`src/mbsrs_pkg.sv`:
```
// Shared constants, state codes and carrier types for the sensor register responder.
package mbsrs_pkg;

  // ****************************************************************
  // Function codes, exception codes and frame constants.
  // ****************************************************************
  localparam logic [7:0] FC_COIL_READ = 8'h01;
  localparam logic [7:0] FC_READ_HOLD = 8'h03;
  localparam logic [7:0] FC_COIL_FORCE = 8'h05;
  localparam logic [7:0] FC_PRESET_ONE = 8'h06;
  localparam logic [7:0] FC_COIL_FORCE_MULTI = 8'h0F;
  localparam logic [7:0] FC_PRESET_MULTI = 8'h10;
  localparam logic [7:0] FC_EXCEPTION_FLAG = 8'h80;
  localparam logic [7:0] EXC_ILLEGAL_FUNCTION = 8'h01;
  localparam logic [7:0] EXC_ILLEGAL_ADDRESS = 8'h02;
  localparam logic [7:0] BROADCAST_ADDR = 8'h00;
  localparam logic [15:0] CRC_INIT = 16'hFFFF;
  localparam logic [15:0] CRC_POLY = 16'hA001;
  localparam logic [7:0] MIN_FRAME_LEN = 8'h04;
  localparam logic [7:0] READ_FRAME_LEN = 8'h08;
  localparam logic [4:0] EXC_HDR_LEN = 5'h03;

  // ****************************************************************
  // Sensor register map: register number 2000 + 100 * x + word.
  // ****************************************************************
  localparam int SENSOR_COUNT = 8;
  localparam logic [15:0] MAP_BASE = 16'h07D0;
  localparam logic [15:0] SENSOR_STRIDE = 16'h0064;
  localparam logic [3:0] SENSOR_WORDS = 4'h9;
  localparam logic [3:0] W_CONCENTRATION = 4'h0;
  localparam logic [3:0] W_STATUS = 4'h1;
  localparam logic [3:0] W_FIRMWARE = 4'h2;
  localparam logic [3:0] W_LOW_SETPOINT = 4'h3;
  localparam logic [3:0] W_MID_SETPOINT = 4'h4;
  localparam logic [3:0] W_HIGH_SETPOINT = 4'h5;
  localparam logic [3:0] W_CALIBRATION = 4'h6;
  localparam logic [3:0] W_RANGE = 4'h7;
  localparam logic [3:0] W_GAS_FACTOR = 4'h8;

  // ****************************************************************
  // Types.
  // ****************************************************************
  typedef enum logic [0:0] {
    ST_RECEIVE = 1'b0,
    ST_SEND = 1'b1
  } mbsrs_state_t;

  // Operating status word, laid out from bit 15 down to bit 0.
  typedef struct packed {
    logic [7:0] status_code;
    logic calibrating;
    logic missing;
    logic warming;
    logic cell_warning;
    logic self_testing;
    logic fault;
    logic [1:0] alarm_level;
  } mbsrs_status_t;

  // Everything one sensor reports; scaled values are multiplied by gas_factor.
  typedef struct packed {
    logic [15:0] concentration;
    mbsrs_status_t status;
    logic [7:0] firmware;
    logic [15:0] low_setpoint;
    logic [15:0] mid_setpoint;
    logic [15:0] high_setpoint;
    logic [15:0] calibration;
    logic [15:0] range;
    logic [15:0] gas_factor;
  } mbsrs_sensor_t;

endpackage

```
`src/mbsrs_responder.sv`:
```
// Request handler that answers Modbus RTU frames from the per-sensor register map.
`timescale 1ns/1ps

// How it works
// - Function code byte; six codes are defined.
// - Registers for 3, 6, 16; coils raise exception.
// - Silent on foreign address, bad CRC, broadcast.
// - Unmapped register address answers exception code 2.
// - Unimplemented function code answers exception code 1.
// - Exception echoes function code with top bit set.
// - Exception: address, code, exception, CRC low, high.
// - Normal answer echoes function code unchanged.
// - CRC from FFFF, shift right, XOR A001.
// - Read returns consecutive 16-bit words from start.
// - Broadcast read is neither executed nor answered.
// - Eight sensors, concentration at register scaled_gas_concentration.
// - Status bits 1:0 give alarm level.
// - Status bits 2..4: fault, self test, cell warning.
// - Status bits 5..7: warm-up, missing, calibrating.
// - Status bits 15:8 carry sensor status code.
// - Word sensor_firmware_version reports firmware version 1..255.
// - Words scaled_low_alarm_setpoint..scaled_high_alarm_setpoint hold alarm set points.
// - Words scaled_calibration_value, scaled_range_value hold calibration and range.
// - Word gas_scale_factor holds gas factor for scaling.
module mbsrs_responder (
  // Clock and reset.
  input wire logic clk,
  input wire logic nrst,
  // Own slave address and live sensor data, from logic on this clock.
  input wire logic [7:0] slave_addr,
  input wire mbsrs_pkg::mbsrs_sensor_t sensor_in [mbsrs_pkg::SENSOR_COUNT],
  // Received bytes and end-of-frame mark from the framing layer.
  input wire logic rx_valid,
  input wire logic [7:0] rx_data,
  input wire logic rx_eof,
  // Response bytes towards the framing layer.
  output logic tx_valid,
  input wire logic tx_ready,
  output logic [7:0] tx_data,
  output logic tx_last
);

  // ****************************************************************
  // Helper functions.
  // ****************************************************************

  // One byte step of the frame check; shared by receive and send.
  function automatic logic [15:0] crc_byte(input logic [15:0] c, input logic [7:0] b);
    logic [15:0] r;
    r = c ^ {8'h00, b};
    for (int i = 0; i < 8; i++) begin
      r = r[0] ? ((r >> 1) ^ mbsrs_pkg::CRC_POLY) : (r >> 1);
    end
    return r;
  endfunction

  // Picks one register word of a sensor; an index past the map reads zero.
  function automatic logic [15:0] sensor_word(input mbsrs_pkg::mbsrs_sensor_t s,
                                              input logic [3:0] w);
    logic [15:0] v;
    v = 16'h0000;
    unique case (w)
      mbsrs_pkg::W_CONCENTRATION: v = s.concentration;
      mbsrs_pkg::W_STATUS: v = s.status;
      mbsrs_pkg::W_FIRMWARE: v = {8'h00, s.firmware};
      mbsrs_pkg::W_LOW_SETPOINT: v = s.low_setpoint;
      mbsrs_pkg::W_MID_SETPOINT: v = s.mid_setpoint;
      mbsrs_pkg::W_HIGH_SETPOINT: v = s.high_setpoint;
      mbsrs_pkg::W_CALIBRATION: v = s.calibration;
      mbsrs_pkg::W_RANGE: v = s.range;
      mbsrs_pkg::W_GAS_FACTOR: v = s.gas_factor;
      default: v = 16'h0000;
    endcase
    return v;
  endfunction

  // ****************************************************************
  // Receive side: byte capture, length and running check value.
  // ****************************************************************
  mbsrs_pkg::mbsrs_state_t state; // Receive or send phase.
  logic [7:0] rx_buf [6]; // Address, function code and four data bytes.
  logic [7:0] rx_len; // Bytes seen in this frame, saturating.
  logic [15:0] rx_crc; // Running check; zero after a good frame.
  logic [4:0] tx_idx; // Index of the byte now offered.
  logic [15:0] tx_crc; // Check value over bytes already sent.
  logic resp_exc; // Current answer is an exception.
  logic [7:0] resp_fc; // Function code of the request.
  logic [7:0] resp_exc_code; // Exception code to send.
  logic [2:0] rd_sensor; // Sensor index 0..7 of a read.
  logic [3:0] rd_word; // First word of the read within the sensor.
  logic [4:0] rd_count; // Number of words to return.
  logic [4:0] hdr_len; // Bytes before the check value.

  // Capture bytes while receiving; a frame end resets the byte count and check value, the buffer keeps its bytes.
  // Bytes arriving while answering are dropped: the line is half duplex.
  always_ff @(posedge clk or negedge nrst) begin
    if (!nrst) begin
      rx_len <= 8'h00;
      rx_crc <= mbsrs_pkg::CRC_INIT;
      for (int i = 0; i < 6; i++) begin
        rx_buf[i] <= 8'h00;
      end
    end else if (state != mbsrs_pkg::ST_RECEIVE || rx_eof) begin
      rx_len <= 8'h00;
      rx_crc <= mbsrs_pkg::CRC_INIT;
    end else if (rx_valid) begin
      if (rx_len < 8'h06) begin
        rx_buf[rx_len[2:0]] <= rx_data;
      end
      if (rx_len != 8'hFF) begin
        rx_len <= rx_len + 8'h01;
      end
      rx_crc <= crc_byte(rx_crc, rx_data);
    end
  end

  // ****************************************************************
  // Request decode, evaluated on the frame end.
  // ****************************************************************
  logic [15:0] req_start; // Requested first register.
  logic [15:0] req_count; // Requested number of registers.
  logic map_hit; // Start register lies in the sensor map.
  logic [2:0] map_sensor; // Sensor index of the start register.
  logic [3:0] map_word; // Word index of the start register.
  logic frame_ok; // Frame is ours, long enough and intact.
  logic dec_exc; // Decision: answer with an exception.
  logic [7:0] dec_code; // Decision: exception code.

  assign req_start = {rx_buf[2], rx_buf[3]};
  assign req_count = {rx_buf[4], rx_buf[5]};

  // Finds the sensor and word of the start register by range compare,
  // which avoids a divider for the decimal stride of the map.
  always_comb begin
    logic [15:0] base;
    logic [15:0] off;
    base = mbsrs_pkg::MAP_BASE;
    off = 16'h0000;
    map_hit = 1'b0;
    map_sensor = 3'h0;
    map_word = 4'h0;
    for (int s = 0; s < mbsrs_pkg::SENSOR_COUNT; s++) begin
      base = base + mbsrs_pkg::SENSOR_STRIDE;
      off = req_start - base;
      if (req_start >= base && off < {12'h000, mbsrs_pkg::SENSOR_WORDS}) begin
        map_hit = 1'b1;
        map_sensor = 3'(s);
        map_word = off[3:0];
      end
    end
  end

  // A frame is answered only if addressed to us, not broadcast, and intact.
  assign frame_ok = (rx_len >= mbsrs_pkg::MIN_FRAME_LEN) && (rx_crc == 16'h0000)
                    && (rx_buf[0] == slave_addr)
                    && (rx_buf[0] != mbsrs_pkg::BROADCAST_ADDR);

  // Chooses a normal answer or the exception code for the request.
  always_comb begin
    dec_exc = 1'b1;
    dec_code = mbsrs_pkg::EXC_ILLEGAL_FUNCTION;
    unique case (rx_buf[1])
      mbsrs_pkg::FC_READ_HOLD: begin
        dec_code = mbsrs_pkg::EXC_ILLEGAL_ADDRESS;
        if (rx_len >= mbsrs_pkg::READ_FRAME_LEN && map_hit && req_count != 16'h0000
            && req_count <= {12'h000, mbsrs_pkg::SENSOR_WORDS - map_word}) begin
          dec_exc = 1'b0;
        end
      end
      mbsrs_pkg::FC_PRESET_ONE, mbsrs_pkg::FC_PRESET_MULTI: begin
        dec_code = mbsrs_pkg::EXC_ILLEGAL_ADDRESS;
      end
      mbsrs_pkg::FC_COIL_READ, mbsrs_pkg::FC_COIL_FORCE,
      mbsrs_pkg::FC_COIL_FORCE_MULTI: begin
        dec_code = mbsrs_pkg::EXC_ILLEGAL_FUNCTION;
      end
      default: begin
        dec_code = mbsrs_pkg::EXC_ILLEGAL_FUNCTION;
      end
    endcase
  end

  // ****************************************************************
  // Phase control and latched answer.
  // ****************************************************************
  logic accept; // Offered byte taken by the framing layer.
  logic [15:0] next_crc; // Check value including the byte being taken.
  logic [7:0] next_byte; // Byte to offer after the one being taken.
  logic [4:0] next_idx; // Index of that byte.

  assign accept = tx_valid && tx_ready;
  assign tx_valid = (state == mbsrs_pkg::ST_SEND);
  assign tx_last = tx_valid && (tx_idx == hdr_len + 5'h01);
  assign next_idx = tx_idx + 5'h01;
  assign next_crc = crc_byte(tx_crc, tx_data);

  // Enters the send phase on a valid frame end and leaves after the last byte.
  always_ff @(posedge clk or negedge nrst) begin
    if (!nrst) begin
      state <= mbsrs_pkg::ST_RECEIVE;
    end else if (state == mbsrs_pkg::ST_RECEIVE && rx_eof && frame_ok) begin
      state <= mbsrs_pkg::ST_SEND;
    end else if (accept && tx_last) begin
      state <= mbsrs_pkg::ST_RECEIVE;
    end
  end

  // Latches the decision so the answer does not depend on later rx bytes.
  always_ff @(posedge clk or negedge nrst) begin
    if (!nrst) begin
      resp_exc <= 1'b0;
      resp_fc <= 8'h00;
      resp_exc_code <= 8'h00;
      rd_sensor <= 3'h0;
      rd_word <= 4'h0;
      rd_count <= 5'h00;
      hdr_len <= mbsrs_pkg::EXC_HDR_LEN;
    end else if (state == mbsrs_pkg::ST_RECEIVE && rx_eof && frame_ok) begin
      resp_exc <= dec_exc;
      resp_fc <= rx_buf[1];
      resp_exc_code <= dec_code;
      rd_sensor <= map_sensor;
      rd_word <= map_word;
      rd_count <= dec_exc ? 5'h00 : req_count[4:0];
      hdr_len <= dec_exc ? mbsrs_pkg::EXC_HDR_LEN
                         : mbsrs_pkg::EXC_HDR_LEN + {req_count[3:0], 1'b0};
    end
  end

  // ****************************************************************
  // Transmit byte sequencing.
  // ****************************************************************

  // Builds the byte that follows the one being taken.
  always_comb begin
    logic [4:0] doff;
    logic [15:0] w;
    doff = next_idx - mbsrs_pkg::EXC_HDR_LEN;
    w = sensor_word(sensor_in[rd_sensor], rd_word + doff[4:1]);
    if (next_idx == 5'h01) begin
      next_byte = resp_exc ? (resp_fc | mbsrs_pkg::FC_EXCEPTION_FLAG) : resp_fc;
    end else if (next_idx == hdr_len) begin
      next_byte = next_crc[7:0];
    end else if (next_idx == hdr_len + 5'h01) begin
      // The low check byte being taken must not be folded in, so use the settled value.
      next_byte = tx_crc[15:8];
    end else if (next_idx == 5'h02) begin
      next_byte = resp_exc ? resp_exc_code : {2'b00, rd_count, 1'b0};
    end else begin
      next_byte = doff[0] ? w[7:0] : w[15:8];
    end
  end

  // Offers the own address first, then walks the answer byte by byte.
  always_ff @(posedge clk or negedge nrst) begin
    if (!nrst) begin
      tx_data <= 8'h00;
      tx_idx <= 5'h00;
      tx_crc <= mbsrs_pkg::CRC_INIT;
    end else if (state == mbsrs_pkg::ST_RECEIVE) begin
      tx_data <= slave_addr;
      tx_idx <= 5'h00;
      tx_crc <= mbsrs_pkg::CRC_INIT;
    end else if (accept) begin
      tx_data <= next_byte;
      tx_idx <= next_idx;
      tx_crc <= next_crc;
    end
  end

  // ****************************************************************
  // Assertions.
  // ****************************************************************
  a_exc_fc_msb: assert property (@(posedge clk) disable iff (!nrst)
    (tx_valid && tx_idx == 5'h01 && resp_exc) |-> tx_data == (resp_fc | 8'h80))
    else $error("Exception function code lacks top bit.");

  a_normal_fc_echo: assert property (@(posedge clk) disable iff (!nrst)
    (tx_valid && tx_idx == 5'h01 && !resp_exc) |-> tx_data == resp_fc)
    else $error("Normal answer changed the function code.");

  a_first_byte_addr: assert property (@(posedge clk) disable iff (!nrst)
    $rose(tx_valid) |-> (tx_idx == 5'h00 && tx_data == $past(slave_addr)))
    else $error("Answer does not open with own address.");

  a_exc_length: assert property (@(posedge clk) disable iff (!nrst)
    (tx_valid && resp_exc) |-> (hdr_len == 5'h03 && (tx_idx == 5'h04) == tx_last))
    else $error("Exception answer has wrong length.");

  a_silent_bad: assert property (@(posedge clk) disable iff (!nrst)
    (!tx_valid && rx_eof && (rx_crc != 16'h0000 || rx_buf[0] != slave_addr))
    |=> !tx_valid [*2])
    else $error("Answered a foreign or damaged frame.");

  a_silent_bcast: assert property (@(posedge clk) disable iff (!nrst)
    (!tx_valid && rx_eof && rx_buf[0] == 8'h00) |=> !tx_valid)
    else $error("Answered a broadcast frame.");

  a_preset_refused: assert property (@(posedge clk) disable iff (!nrst)
    (!tx_valid && rx_eof && frame_ok && (rx_buf[1] == 8'h06 || rx_buf[1] == 8'h10))
    |=> (resp_exc && resp_exc_code == 8'h02))
    else $error("Preset request was not refused with code 2.");

  a_unknown_fc: assert property (@(posedge clk) disable iff (!nrst)
    (!tx_valid && rx_eof && frame_ok && rx_buf[1] == 8'h07)
    |=> (resp_exc && resp_exc_code == 8'h01))
    else $error("Unknown function code not refused with code 1.");

  a_coil_refused: assert property (@(posedge clk) disable iff (!nrst)
    (!tx_valid && rx_eof && frame_ok && (rx_buf[1] == 8'h01 || rx_buf[1] == 8'h05))
    |=> resp_exc)
    else $error("Coil request executed.");

  a_crc_residue: assert property (@(posedge clk) disable iff (!nrst)
    (accept && tx_last) |-> crc_byte(tx_crc, tx_data) == 16'h0000)
    else $error("Sent check value does not close the frame.");

  a_read_len: assert property (@(posedge clk) disable iff (!nrst)
    (tx_valid && !resp_exc) |-> (rd_count != 5'h00 && hdr_len == 5'h03 + {rd_count[3:0], 1'b0}))
    else $error("Read answer length does not match count.");

endmodule

```
`config.mk`:
```
export PLATFORM = sky130hd
export DESIGN_NAME = mbsrs_responder
export DESIGN_NICKNAME = d
export VERILOG_FILES = /design/src/mbsrs_pkg.sv /design/src/mbsrs_responder.sv
export SDC_FILE = /design/constraint.sdc
export NUM_CORES = 1
export LEC_CHECK = 0
export BUFFER_PORTS_ARGS = -buffer_cell sky130_fd_sc_hd__buf_2
export CELL_PAD_IN_SITES_DETAIL_PLACEMENT = 1
export CELL_PAD_IN_SITES_GLOBAL_PLACEMENT = 1
export CORE_AREA = 2 2 436 438
export CTS_CLUSTER_SIZE = 25
export DETAILED_ROUTE_END_ITERATION = 8
export DIE_AREA = 0 0 438 440
export PLACE_DENSITY_LB_ADDON = 0.25
export SYNTH_ARGS = -nofsm -noshare
export SYNTH_HDL_FRONTEND = slang
export SYNTH_SLANG_ARGS = --single-unit
```
`constraint.sdc`:
```
create_clock -name clk -period 10.4 [get_ports clk]
set_input_delay 2.08 -clock clk [delete_from_list [all_inputs] [get_ports clk]]
set_output_delay 2.08 -clock clk [all_outputs]
set_load 0.1 [all_outputs]
```
==> run_results.csv, run 1 <==
group,metric,value,unit
power_and_ir_drop,power_frac_seq,25.2,%
logic_synthesis,synth_nets,2818,
routing,drcViolationCount,0,
grt,grt_max_degree,100,
logic_synthesis,synth_top_area_share,34.3,%
cells_and_area,post-route-util,14.4,%
timing,relSlewSlack,15.2,%
timing,rsz0062_at_grt,"no",
floorplan,rows,160,
logic_synthesis,synth-edff-count,0,
logic_synthesis,ys_types,95,
grt,gr-total-overflow,0,
cells_and_area,final-instance-count-excl-fill,5399,
logic_synthesis,synthesis.area,0.0179,mm²
timing,fin_crit,6.16,ns
timing,maxSlewViolCount,0,
power_and_ir_drop,p_clk_share,24.5,%
logic_synthesis,synth_largest_area_cell,"mux4_2",
hold_path,hp-class,"reg -> reg",
timing,tightestPinTransition,1.27,ns
placement,gp_congestion,0.989,
timing,whs,0.487,ns
routing,vias_per_cell,4.17,
logic_synthesis,ys_ff_latch,129,
logic_synthesis,seq_area_frac_synth,18.3,%
power_and_ir_drop,leakage,11.1,nW
timing,setup_violations,0,
setup_path,critPathLaunchType,"flip-flop",
power_and_ir_drop,power,0.00266,W
cells_and_area,final_nets,3836,
grt,grt_pass1_vias,22025,
floorplan,floorplan.core_area,0.189,mm²
clock_network,cts-htree-levels,4,
routing,ant_nets,0,
setup_path,critPathMostFrequentCell,"xnor2_1",
setup_path,critPathMaxFanout,22,
floorplan,initial_core_util,9.47,%
routing,drtIter0Drc,2096,
clock_network,insertion_delay,0.45,ns
grt,antenna_found_initial,321,
routing,wl_per_cell,42.7,µm
grt,grt_pass1_wl,279000,µm
timing,fin_setup_tns,0,ns
setup_path,cpPeakStageDelay,1.11,ns
cells_and_area,nFillCells,22421,
placement,post-place-cells,5183,
clock_network,clk_pin_slew,0.07,ns
clock_network,cts_tree,"built",
clock_network,cts_sinks,129,
clock_network,cts_root_buffer,"clkbuf_16",
clock_network,cts_buffers,17,
setup_path,path_cells,"buf_4 -> clkinv_1 -> ha_1 -> xnor2_1 -> inv_1 -> fa_1 -> xnor2_1 -> nand3_1 -> o22ai_1 -> o21ai_0 -> o311ai_0 -> nor3_1 -> o31ai_1 -> a221o_1",
clock_network,holdBufCountCts,0,
timing,finalCritPeriodShare,59.2,%
placement,io_buffers,1118,
logic_synthesis,synth_area_leaders,"mux4_2 34%, dfrtp_1 13%, mux2i_1 5.8%",
setup_path,setup.worst_path.class,"reg -> reg",
logic_synthesis,synthTopCellsByCount,"272 x mux4_2, 167 x nand2_1, 103 x mux2i_1, 96 x dfrtp_1, 74 x o21ai_0",
power_and_ir_drop,peakVddDrop,0.111,mV
logic_synthesis,synth-async-reset-ratio,100,%
floorplan,die_area,0.193,mm²
floorplan,fp.dieH,440,µm
power_and_ir_drop,power_frac_comb,50.3,%
setup_path,crit_path_top_delay_cell,"nand3_1",
logic_synthesis,syn_inst,1673,
timing,skew,0.0193,ns
power_and_ir_drop,switchingPower,0.00116,W
setup_path,worstPathArrival,6.54,ns
cells_and_area,drive_gt1_share,58.4,%
power_and_ir_drop,powerDensity,97.7,mW/mm²
power_and_ir_drop,p_sw_share,43.5,%
grt,grt_util_all_layers,23.0,%
logic_synthesis,synth.most_common_cell,"mux4_2",
outcome,status,"finished clean",
routing,vias,22508,
timing,hold_violations,0,
routing,routed_wl,231000,µm
floorplan,ios,1119,
setup_path,cp-end-kind,"flip-flop",
clock_network,clock_path_buffers,2,
routing,drt-pass1-iter-count,5,
run,maxCapViolCount,0,
power_and_ir_drop,p_int,0.00150,W
clock_network,ctsResizeCount,0,
cells_and_area,syn_to_final_growth,52.3,%
placement,hpwl,207000,µm
clock_network,cts_setup_buffers,0,
floorplan,die_w,438,µm
timing,max_freq,0.162,GHz
logic_synthesis,ys_warn_count,0,
setup_path,cp.required,10.78,ns
logic_synthesis,syn_avg_cell_area,10.7,µm²
logic_synthesis,synth_flop_cell,"dfrtp_1",
==> flip-flops by register name, summed over array words and instances (netlist names) <==
signal / count
req_count: 16
req_start: 16
rx_buf: 16
rx_crc: 16
tx_crc: 16
resp_fc: 8
rx_len: 8
tx_data: 8
rd_count: 5
tx_idx: 5
hdr_len: 4
rd_word: 4
rd_sensor: 3
resp_exc_code: 2
resp_exc: 1
tx_valid: 1
==> worst paths after layout <==
kind,slack [ns],cells after the start,start,endpoint
setup reg to reg,4.24,14,tx_idx[0],tx_data[0]
max in group asynchronous,7.06,2,nrst,rd_sensor[2]
min in group asynchronous,1.79,1,nrst,rx_len[0]
hold reg to reg,0.49,1,rd_count[4],rd_count[4]
hold / removal,0.49,1,rd_count[4],rd_count[4]
setup / recovery,4.24,14,tx_idx[0],tx_data[0]
==> cell type report <==
cell class                      instances  area [µm²]  area share, %
Multi-Input combinational cell       1356       13700           50.3
Timing Repair Buffer                 1145        5850           21.5
Sequential cell                       129        3280           12.1
Tap cell                             2511        3140           11.5
Clock buffer                           21         526           1.93
Antenna cell                          184         460           1.69
Inverter                               42         163          0.598
Clock inverter                         11         111          0.409
==> metrics by stage <==
step,setup WS [ns],instance area (µm²)
after floorplan,5.52,17900
after global placement,4.07,26100
after detailed placement,4.02,26100
after CTS,4.01,26700
after global routing,3.88,27100
final,4.24,27200
==> metal layers <==
metal | global-route usage (%) | up-vias | wire [µm]
met5 | 0.744 | - | 231
met4 | 11.0 | 38 | 13400
met3 | 4.28 | 488 | 13300
met2 | 38.0 | 1422 | 109000
met1 | 28.8 | 11642 | 94600
li1 | - | 8918 | -
==> power by group through the flow <==
stage          logic, W  registers [W]  clock network (W)
6_report        0.00134       0.000671           0.000651
2_1_floorplan  0.000727       0.000635                  0
3_3_place_gp    0.00134       0.000678                  0
5_1_grt         0.00143       0.000682           0.000690
4_1_cts         0.00133       0.000670           0.000669
3_5_place_dp    0.00133       0.000678                  0
==> kinds of logic after synthesis <==
logic type	after synthesis	share of synthesized area, %
AOI/OAI and AO/OA	330	12.2
xor gates and xnor gates	106	5.53
muxes	428	43.4
buffers and inverters	188	5.41
DFF	129	18.3
and+or+nand+nor	456	12.6
adders and majority gates	36	2.56
==> critical path: cells and delay by family (launching register included) <==
| family | cells | cell delay, ns |
|---|---|---|
| and+or+nand+nor | 2 | 1.31 |
| DFF | 1 | 0.32 |
| AOI/OAI and AO/OA | 5 | 1.72 |
| buffers and inverters | 3 | 0.84 |
| adders and majority gates | 2 | 0.85 |
| xor gates and xnor gates | 2 | 1.01 |
==> cells in the final DEF, fill, tap and decap left out, types with 17 or more instances in the layout <==
| cell | Yosys | routed |
|---|---|---|
| clkbuf_16 | 0 | 21 |
| nor2_1 | 72 | 69 |
| nand2_1 | 167 | 167 |
| mux2_2 | 53 | 53 |
| dfstp_2 | 33 | 33 |
| mux4_2 | 272 | 272 |
| a21oi_1 | 67 | 67 |
| buf_2 | 49 | 1117 |
| diode_2 | 0 | 184 |
| buf_4 | 18 | 24 |
| nor3_1 | 40 | 38 |
| nand4_1 | 25 | 25 |
| a31oi_1 | 22 | 22 |
| o21ai_0 | 74 | 74 |
| inv_1 | 37 | 36 |
| o22ai_1 | 37 | 37 |
| mux2i_1 | 103 | 103 |
| xnor2_1 | 71 | 71 |
| ha_1 | 35 | 35 |
| nand3_1 | 36 | 36 |
| xor2_1 | 31 | 31 |
| nor4_1 | 18 | 17 |
| dfrtp_1 | 96 | 93 |
No activity file was read; power rests on OpenSTA's default activity.
==> run 2, diff against run 1 <==
--- a/config.mk
+++ b/config.mk
@@ -8,10 +8,10 @@
 export BUFFER_PORTS_ARGS = -buffer_cell sky130_fd_sc_hd__buf_2
 export CELL_PAD_IN_SITES_DETAIL_PLACEMENT = 1
 export CELL_PAD_IN_SITES_GLOBAL_PLACEMENT = 1
-export CORE_AREA = 2 2 436 438
+export CORE_AREA = 2 2 439 441
 export CTS_CLUSTER_SIZE = 25
 export DETAILED_ROUTE_END_ITERATION = 8
-export DIE_AREA = 0 0 438 440
+export DIE_AREA = 0 0 441 443
 export PLACE_DENSITY_LB_ADDON = 0.25
 export SYNTH_ARGS = -nofsm -noshare
 export SYNTH_HDL_FRONTEND = slang
==> constraint.sdc (replaced) <==
create_clock -name clk -period 5.6 [get_ports clk]
set_input_delay 1.12 -clock clk [delete_from_list [all_inputs] [get_ports clk]]
set_output_delay 1.12 -clock clk [all_outputs]
set_load 0.1 [all_outputs]
==> run_results.csv, run 2 (synthesis gave the netlist of run 1 again) <==
group,metric,value,unit
cells_and_area,nFillCells,22506,
power_and_ir_drop,power_frac_seq,25.7,%
placement,io_buffers,1118,
setup_path,regToRegEndpoint,"tx_data[1]",
floorplan,floorplan.core_area,0.191,mm²
setup_path,cp.depth,14,
floorplan,die_area,0.195,mm²
setup_path,critPathMaxFanout,13,
grt,grt_util_all_layers,23.8,%
setup_path,r2r_start,"tx_idx[0]",
routing,drtIter0Drc,2149,
setup_path,worstPathArrival,5.46,ns
cells_and_area,final-instance-count-excl-fill,5405,
power_and_ir_drop,p_clk_share,23.9,%
timing,setup_violations,0,
clock_network,insertion_delay,0.45,ns
routing,vias,22857,
power_and_ir_drop,p_int,0.00283,W
timing,rsz0062_at_grt,"no",
setup_path,crit_path_top_delay_cell,"xor2_1",
clock_network,clock_path_buffers,2,
timing,relSlewSlack,18.8,%
setup_path,cpPeakStageDelay,0.64,ns
hold_path,hp-class,"reg -> reg",
clock_network,holdBufCountCts,0,
clock_network,clk_pin_slew,0.07,ns
placement,post-place-cells,5227,
grt,grt_pass1_wl,291000,µm
outcome,status,"finished clean",
timing,finalCritPeriodShare,91.4,%
grt,grt_max_degree,69,
placement,gp_congestion,1.04,
power_and_ir_drop,powerDensity,184,mW/mm²
clock_network,cts_setup_buffers,0,
power_and_ir_drop,peakVddDrop,0.193,mV
setup_path,cp-end-kind,"flip-flop",
clock_network,cts_buffers,17,
routing,routed_wl,239000,µm
placement,hpwl,218000,µm
timing,tightestPinTransition,1.18,ns
floorplan,fp.dieH,443,µm
grt,antenna_found_initial,364,
cells_and_area,ff_latch_area,0.00328,mm²
power_and_ir_drop,leakage,11.3,nW
routing,vias_per_cell,4.23,
cells_and_area,multi_input_area,0.0137,mm²
floorplan,rows,161,
setup_path,critPathMostFrequentCell,"xor2_1",
hold_path,min_to,"rd_count[4]",
cells_and_area,syn_to_final_growth,53.6,%
routing,wl_per_cell,44.3,µm
cells_and_area,layout_commonest_cell,"buf_2",
run,maxCapViolCount,0,
grt,gr-total-overflow,0,
routing,drt-pass1-iter-count,5,
timing,max_freq,0.195,GHz
cells_and_area,final_cell_mix,"1117 x buf_2, 272 x mux4_2, 167 x nand2_1",
timing,fin_crit,5.12,ns
clock_network,ctsResizeCount,0,
power_and_ir_drop,p_sw_share,43.9,%
routing,drcViolationCount,0,
setup_path,path_cells,"ha_1 -> xor2_1 -> xnor2_1 -> inv_1 -> fa_1 -> xor2_1 -> nor2_2 -> a22oi_1 -> nand3_1 -> a2111oi_2 -> nor2_1 -> nor4_1 -> nor3_1 -> a21o_1",
floorplan,initial_core_util,9.34,%
floorplan,ios,1119,
timing,hold_violations,0,
setup_path,critPathLaunchType,"flip-flop",
routing,ant_nets,0,
clock_network,cts-htree-levels,4,
setup_path,setup.worst_path.class,"reg -> reg",
setup_path,ff2ff_path_depth,14,
power_and_ir_drop,power_frac_comb,50.4,%
cells_and_area,drive_gt1_share,58.9,%
power_and_ir_drop,switchingPower,0.00221,W
setup_path,cp_num_buf_inv,1,
clock_network,cts_sinks,129,
setup_path,cp.required,5.94,ns
grt,grt_pass1_vias,22307,
timing,setup_ws,0.481,ns
cells_and_area,final_nets,3865,
hold_path,holdPathStages,1,
setup_path,reg2reg_slack,0.48,ns
hold_path,worstHoldStart,"rd_count[4]",
placement,post-place-ws,0.448,ns
timing,skew,0.0124,ns
floorplan,die_w,441,µm
clock_network,cts_tree,"built",
setup_path,worst_path_dominant_cell_family,"XOR/XNOR gates",
clock_network,cts_root_buffer,"clkbuf_16",
timing,fin_setup_tns,0,ns
timing,maxSlewViolCount,0,
## run 2: changes by cell type in the layout (fill, tap and decap cells not counted), moves of 2 or more
cell	delta
diode_2	-38
buf_4	+22
buf_12	+7
clkbuf_16	-2
clkinv_4	-2
nand3_1	-2
nand3_2	+2
## run 2: worst max path at each step
stage,to,startpoint
detailed placement,tx_data[1],tx_idx[0]
finish,tx_data[1],tx_idx[0]
CTS,tx_data[1],tx_idx[0]
floorplan,resp_exc,req_start[5]
global placement,tx_data[1],tx_idx[0]
global route,tx_data[1],tx_idx[0]
## run 2: layout make-up
type	instances	share of cell area (%)
Multi-Input combinational cell	1356	49.9
Timing Repair Buffer	1174	22.4
Sequential cell	129	12.0
Tap cell	2526	11.5
Clock buffer	19	1.73
Antenna cell	146	1.33
Inverter	42	0.593
Clock inverter	13	0.524
## run 2: through the flow
stage               utilization [%]  power, W  hold slack [ns]  cell area (µm²)
detailed placement             13.8   0.00384            0.470            26400
global route                   14.3   0.00532            0.513            27300
floorplan                         -   0.00253            0.442            17900
global placement               13.8   0.00385            0.460            26400
CTS                            14.2   0.00508            0.486            27100
finish                         14.4   0.00504            0.487            27400
## run 2: worst reg2reg max path, stage by stage (launching register included)
cell,delay (ns)
dfrtp_1,0.60
ha_1,0.41
xor2_1,0.45
xnor2_1,0.20
inv_1,0.11
fa_1,0.48
xor2_1,0.64
nor2_2,0.30
a22oi_1,0.24
nand3_1,0.12
a2111oi_2,0.61
nor2_1,0.11
nor4_1,0.46
nor3_1,0.11
a21o_1,0.19
## run 2: routing by layer
layer | track usage [%] | routed length (µm) | vias to the layer above
met3 | 3.61 | 12900 | 529
met2 | 41.0 | 118000 | 1530
met4 | 8.25 | 9920 | 50
met5 | 0 | 319 | -
li1 | - | - | 8925
met1 | 29.8 | 97800 | 11823
## run 2: power groups by stage
stage / clock network, W / logic, W / registers (W)
2_1_floorplan: 0 / 0.00135 / 0.00118
3_3_place_gp: 0 / 0.00253 / 0.00131
3_5_place_dp: 0 / 0.00253 / 0.00131
4_1_cts: 0.00124 / 0.00254 / 0.00129
5_1_grt: 0.00128 / 0.00273 / 0.00131
6_report: 0.00121 / 0.00254 / 0.00129
==> run 3, diff against run 2 <==
--- a/config.mk
+++ b/config.mk
@@ -6,9 +6,11 @@
 export NUM_CORES = 1
 export LEC_CHECK = 0
 export BUFFER_PORTS_ARGS = -buffer_cell sky130_fd_sc_hd__buf_2
+export CAP_MARGIN = 20
 export CELL_PAD_IN_SITES_DETAIL_PLACEMENT = 1
 export CELL_PAD_IN_SITES_GLOBAL_PLACEMENT = 1
 export CORE_AREA = 2 2 439 441
+export CTS_BUF_LIST = sky130_fd_sc_hd__clkbuf_2
 export CTS_CLUSTER_SIZE = 25
 export DETAILED_ROUTE_END_ITERATION = 8
 export DIE_AREA = 0 0 441 443
==> run_results.csv, run 3 (synthesis gave the netlist of run 1 again) <==
group,metric,value,unit
timing,maxSlewViolCount,0,
cells_and_area,final_cell_mix,"1117 x buf_2, 272 x mux4_2, 167 x nand2_1",
placement,hpwl,218000,µm
clock_network,clk_pin_slew,0.30,ns
power_and_ir_drop,p_int,0.00232,W
clock_network,insertion_delay,0.84,ns
timing,fin_setup_tns,0,ns
timing,rsz0062_at_grt,"no",
timing,hold_violations,0,
clock_network,clock_path_buffers,2,
cells_and_area,drive_gt1_share,58.9,%
power_and_ir_drop,leakage,11.1,nW
setup_path,cp.required,6.39,ns
floorplan,initial_core_util,9.34,%
clock_network,cts_sinks,129,
setup_path,cp-end-kind,"flip-flop",
cells_and_area,post-route-util,14.2,%
timing,skew,0.0985,ns
grt,antenna_found_initial,362,
grt,grt_util_all_layers,23.7,%
run,maxCapViolCount,0,
clock_network,cts_root_buffer,"clkbuf_2",
power_and_ir_drop,power_frac_comb,56.6,%
routing,drcViolationCount,0,
grt,grt_pass1_wl,291000,µm
routing,drtIter0Drc,2192,
setup_path,setup.worst_path.class,"reg -> reg",
setup_path,path_cells,"clkinv_1 -> ha_1 -> xnor2_1 -> inv_1 -> fa_1 -> xor2_1 -> nor2_2 -> a22oi_1 -> nand3_1 -> a2111oi_2 -> nor2_1 -> nor4_1 -> nor3_1 -> a21o_1",
timing,tightestPinTransition,0.977,ns
timing,fin_crit,5.17,ns
routing,vias_per_cell,4.16,
clock_network,ctsResizeCount,0,
power_and_ir_drop,p_clk_share,14.5,%
cells_and_area,syn_to_final_growth,51.8,%
routing,drt-pass1-iter-count,5,
power_and_ir_drop,peakVddDrop,0.106,mV
setup_path,crit_path_top_delay_cell,"dfrtp_1",
outcome,status,"finished clean",
power_and_ir_drop,power,0.00448,W
placement,gp_congestion,1.04,
setup_path,critPathMaxFanout,13,
floorplan,rows,161,
routing,wl_per_cell,44.0,µm
setup_path,reg2reg_slack,0.43,ns
routing,ant_nets,0,
clock_network,cts_setup_buffers,0,
power_and_ir_drop,p_sw_share,48.3,%
placement,place_area,0.0265,mm²
timing,setup_violations,0,
clock_network,cts-htree-levels,4,
cells_and_area,layout_commonest_cell,"buf_2",
grt,grt_pass1_vias,22399,
timing,max_freq,0.194,GHz
power_and_ir_drop,power_frac_seq,28.9,%
clock_network,cts_buffers,17,
setup_path,worstPathArrival,5.96,ns
grt,gr-total-overflow,0,
routing,routed_wl,239000,µm
setup_path,worst_path_dominant_cell_family,"simple AND/OR/NAND/NOR gates",
timing,finalCritPeriodShare,92.2,%
floorplan,ios,1119,
power_and_ir_drop,powerDensity,165,mW/mm²
clock_network,holdBufCountCts,0,
routing,vias,22579,
setup_path,ff2ff_path_depth,14,
setup_path,r2r_start,"tx_idx[0]",
setup_path,critPathLaunchType,"flip-flop",
floorplan,die_area,0.195,mm²
floorplan,die_w,441,µm
grt,grt_max_degree,69,
cells_and_area,final_nets,3866,
setup_path,cpPeakStageDelay,0.68,ns
hold_path,hp-class,"in -> async",
floorplan,fp.dieH,443,µm
setup_path,regToRegEndpoint,"tx_data[1]",
timing,relSlewSlack,34.5,%
placement,io_buffers,1118,
clock_network,cts_tree,"built",
power_and_ir_drop,switchingPower,0.00216,W
floorplan,floorplan.core_area,0.191,mm²
setup_path,cp_num_buf_inv,2,
cells_and_area,final_area,0.0271,mm²
run 3: layout make-up:
type | count | area [µm²]
clock inverter | 15 | 159
sequential | 129 | 3280
tap | 2526 | 3160
fill | 22552 | 164000
timing repair buffer | 1175 | 6160
antenna | 169 | 423
multi-input combinational | 1356 | 13700
inverter | 42 | 163
clock buffer | 17 | 85.1
run 3: layer usage:
metal | global-route usage [%] | share of wire [%]
met1 | 29.8 | 41
met2 | 41.0 | 50
met3 | 3.70 | 5.6
met4 | 7.82 | 3.8
met5 | 0 | 0.14
run 3: worst max path at each step:
stage                  from  depth (start not counted)  slack [ns]    endpoint
6_report          tx_idx[0]                         14        0.43  tx_data[1]
3_5_place_dp      tx_idx[0]                         14        0.49  tx_data[1]
4_1_cts           tx_idx[0]                         14        0.51  tx_data[1]
3_3_place_gp      tx_idx[0]                         14        0.59  tx_data[1]
5_1_grt           tx_idx[0]                         14        0.14  tx_data[1]
2_1_floorplan  req_start[5]                         21        1.35    resp_exc
run 3: power by group through the flow:
stage / combinational, W / clock, W / sequential (W)
after CTS: 0.00254 / 0.000679 / 0.00130
after detailed placement: 0.00252 / 0 / 0.00131
after global placement: 0.00253 / 0 / 0.00131
final: 0.00254 / 0.000650 / 0.00129
after global routing: 0.00273 / 0.000713 / 0.00132
after floorplan: 0.00135 / 0 / 0.00118
run 3: worst register-to-register path, delay by kind of cell, from the launching register on:
family	cells	cell delay, ns
buf+inv	2	0.60
compound gates	3	1.04
simple gates	5	1.10
fa+ha+maj	2	0.88
xor+xnor	2	0.87
flops	1	0.68
run 3: metrics by stage:
stage                     instances  hold WS (ns)  worst slack (ns)
after floorplan                1673         0.442              1.35
after global placement         5227         0.460             0.588
after detailed placement       5228         0.467             0.487
after CTS                      5260         0.162             0.507
after global routing           5339         0.161             0.135
final                          5429         0.234             0.434
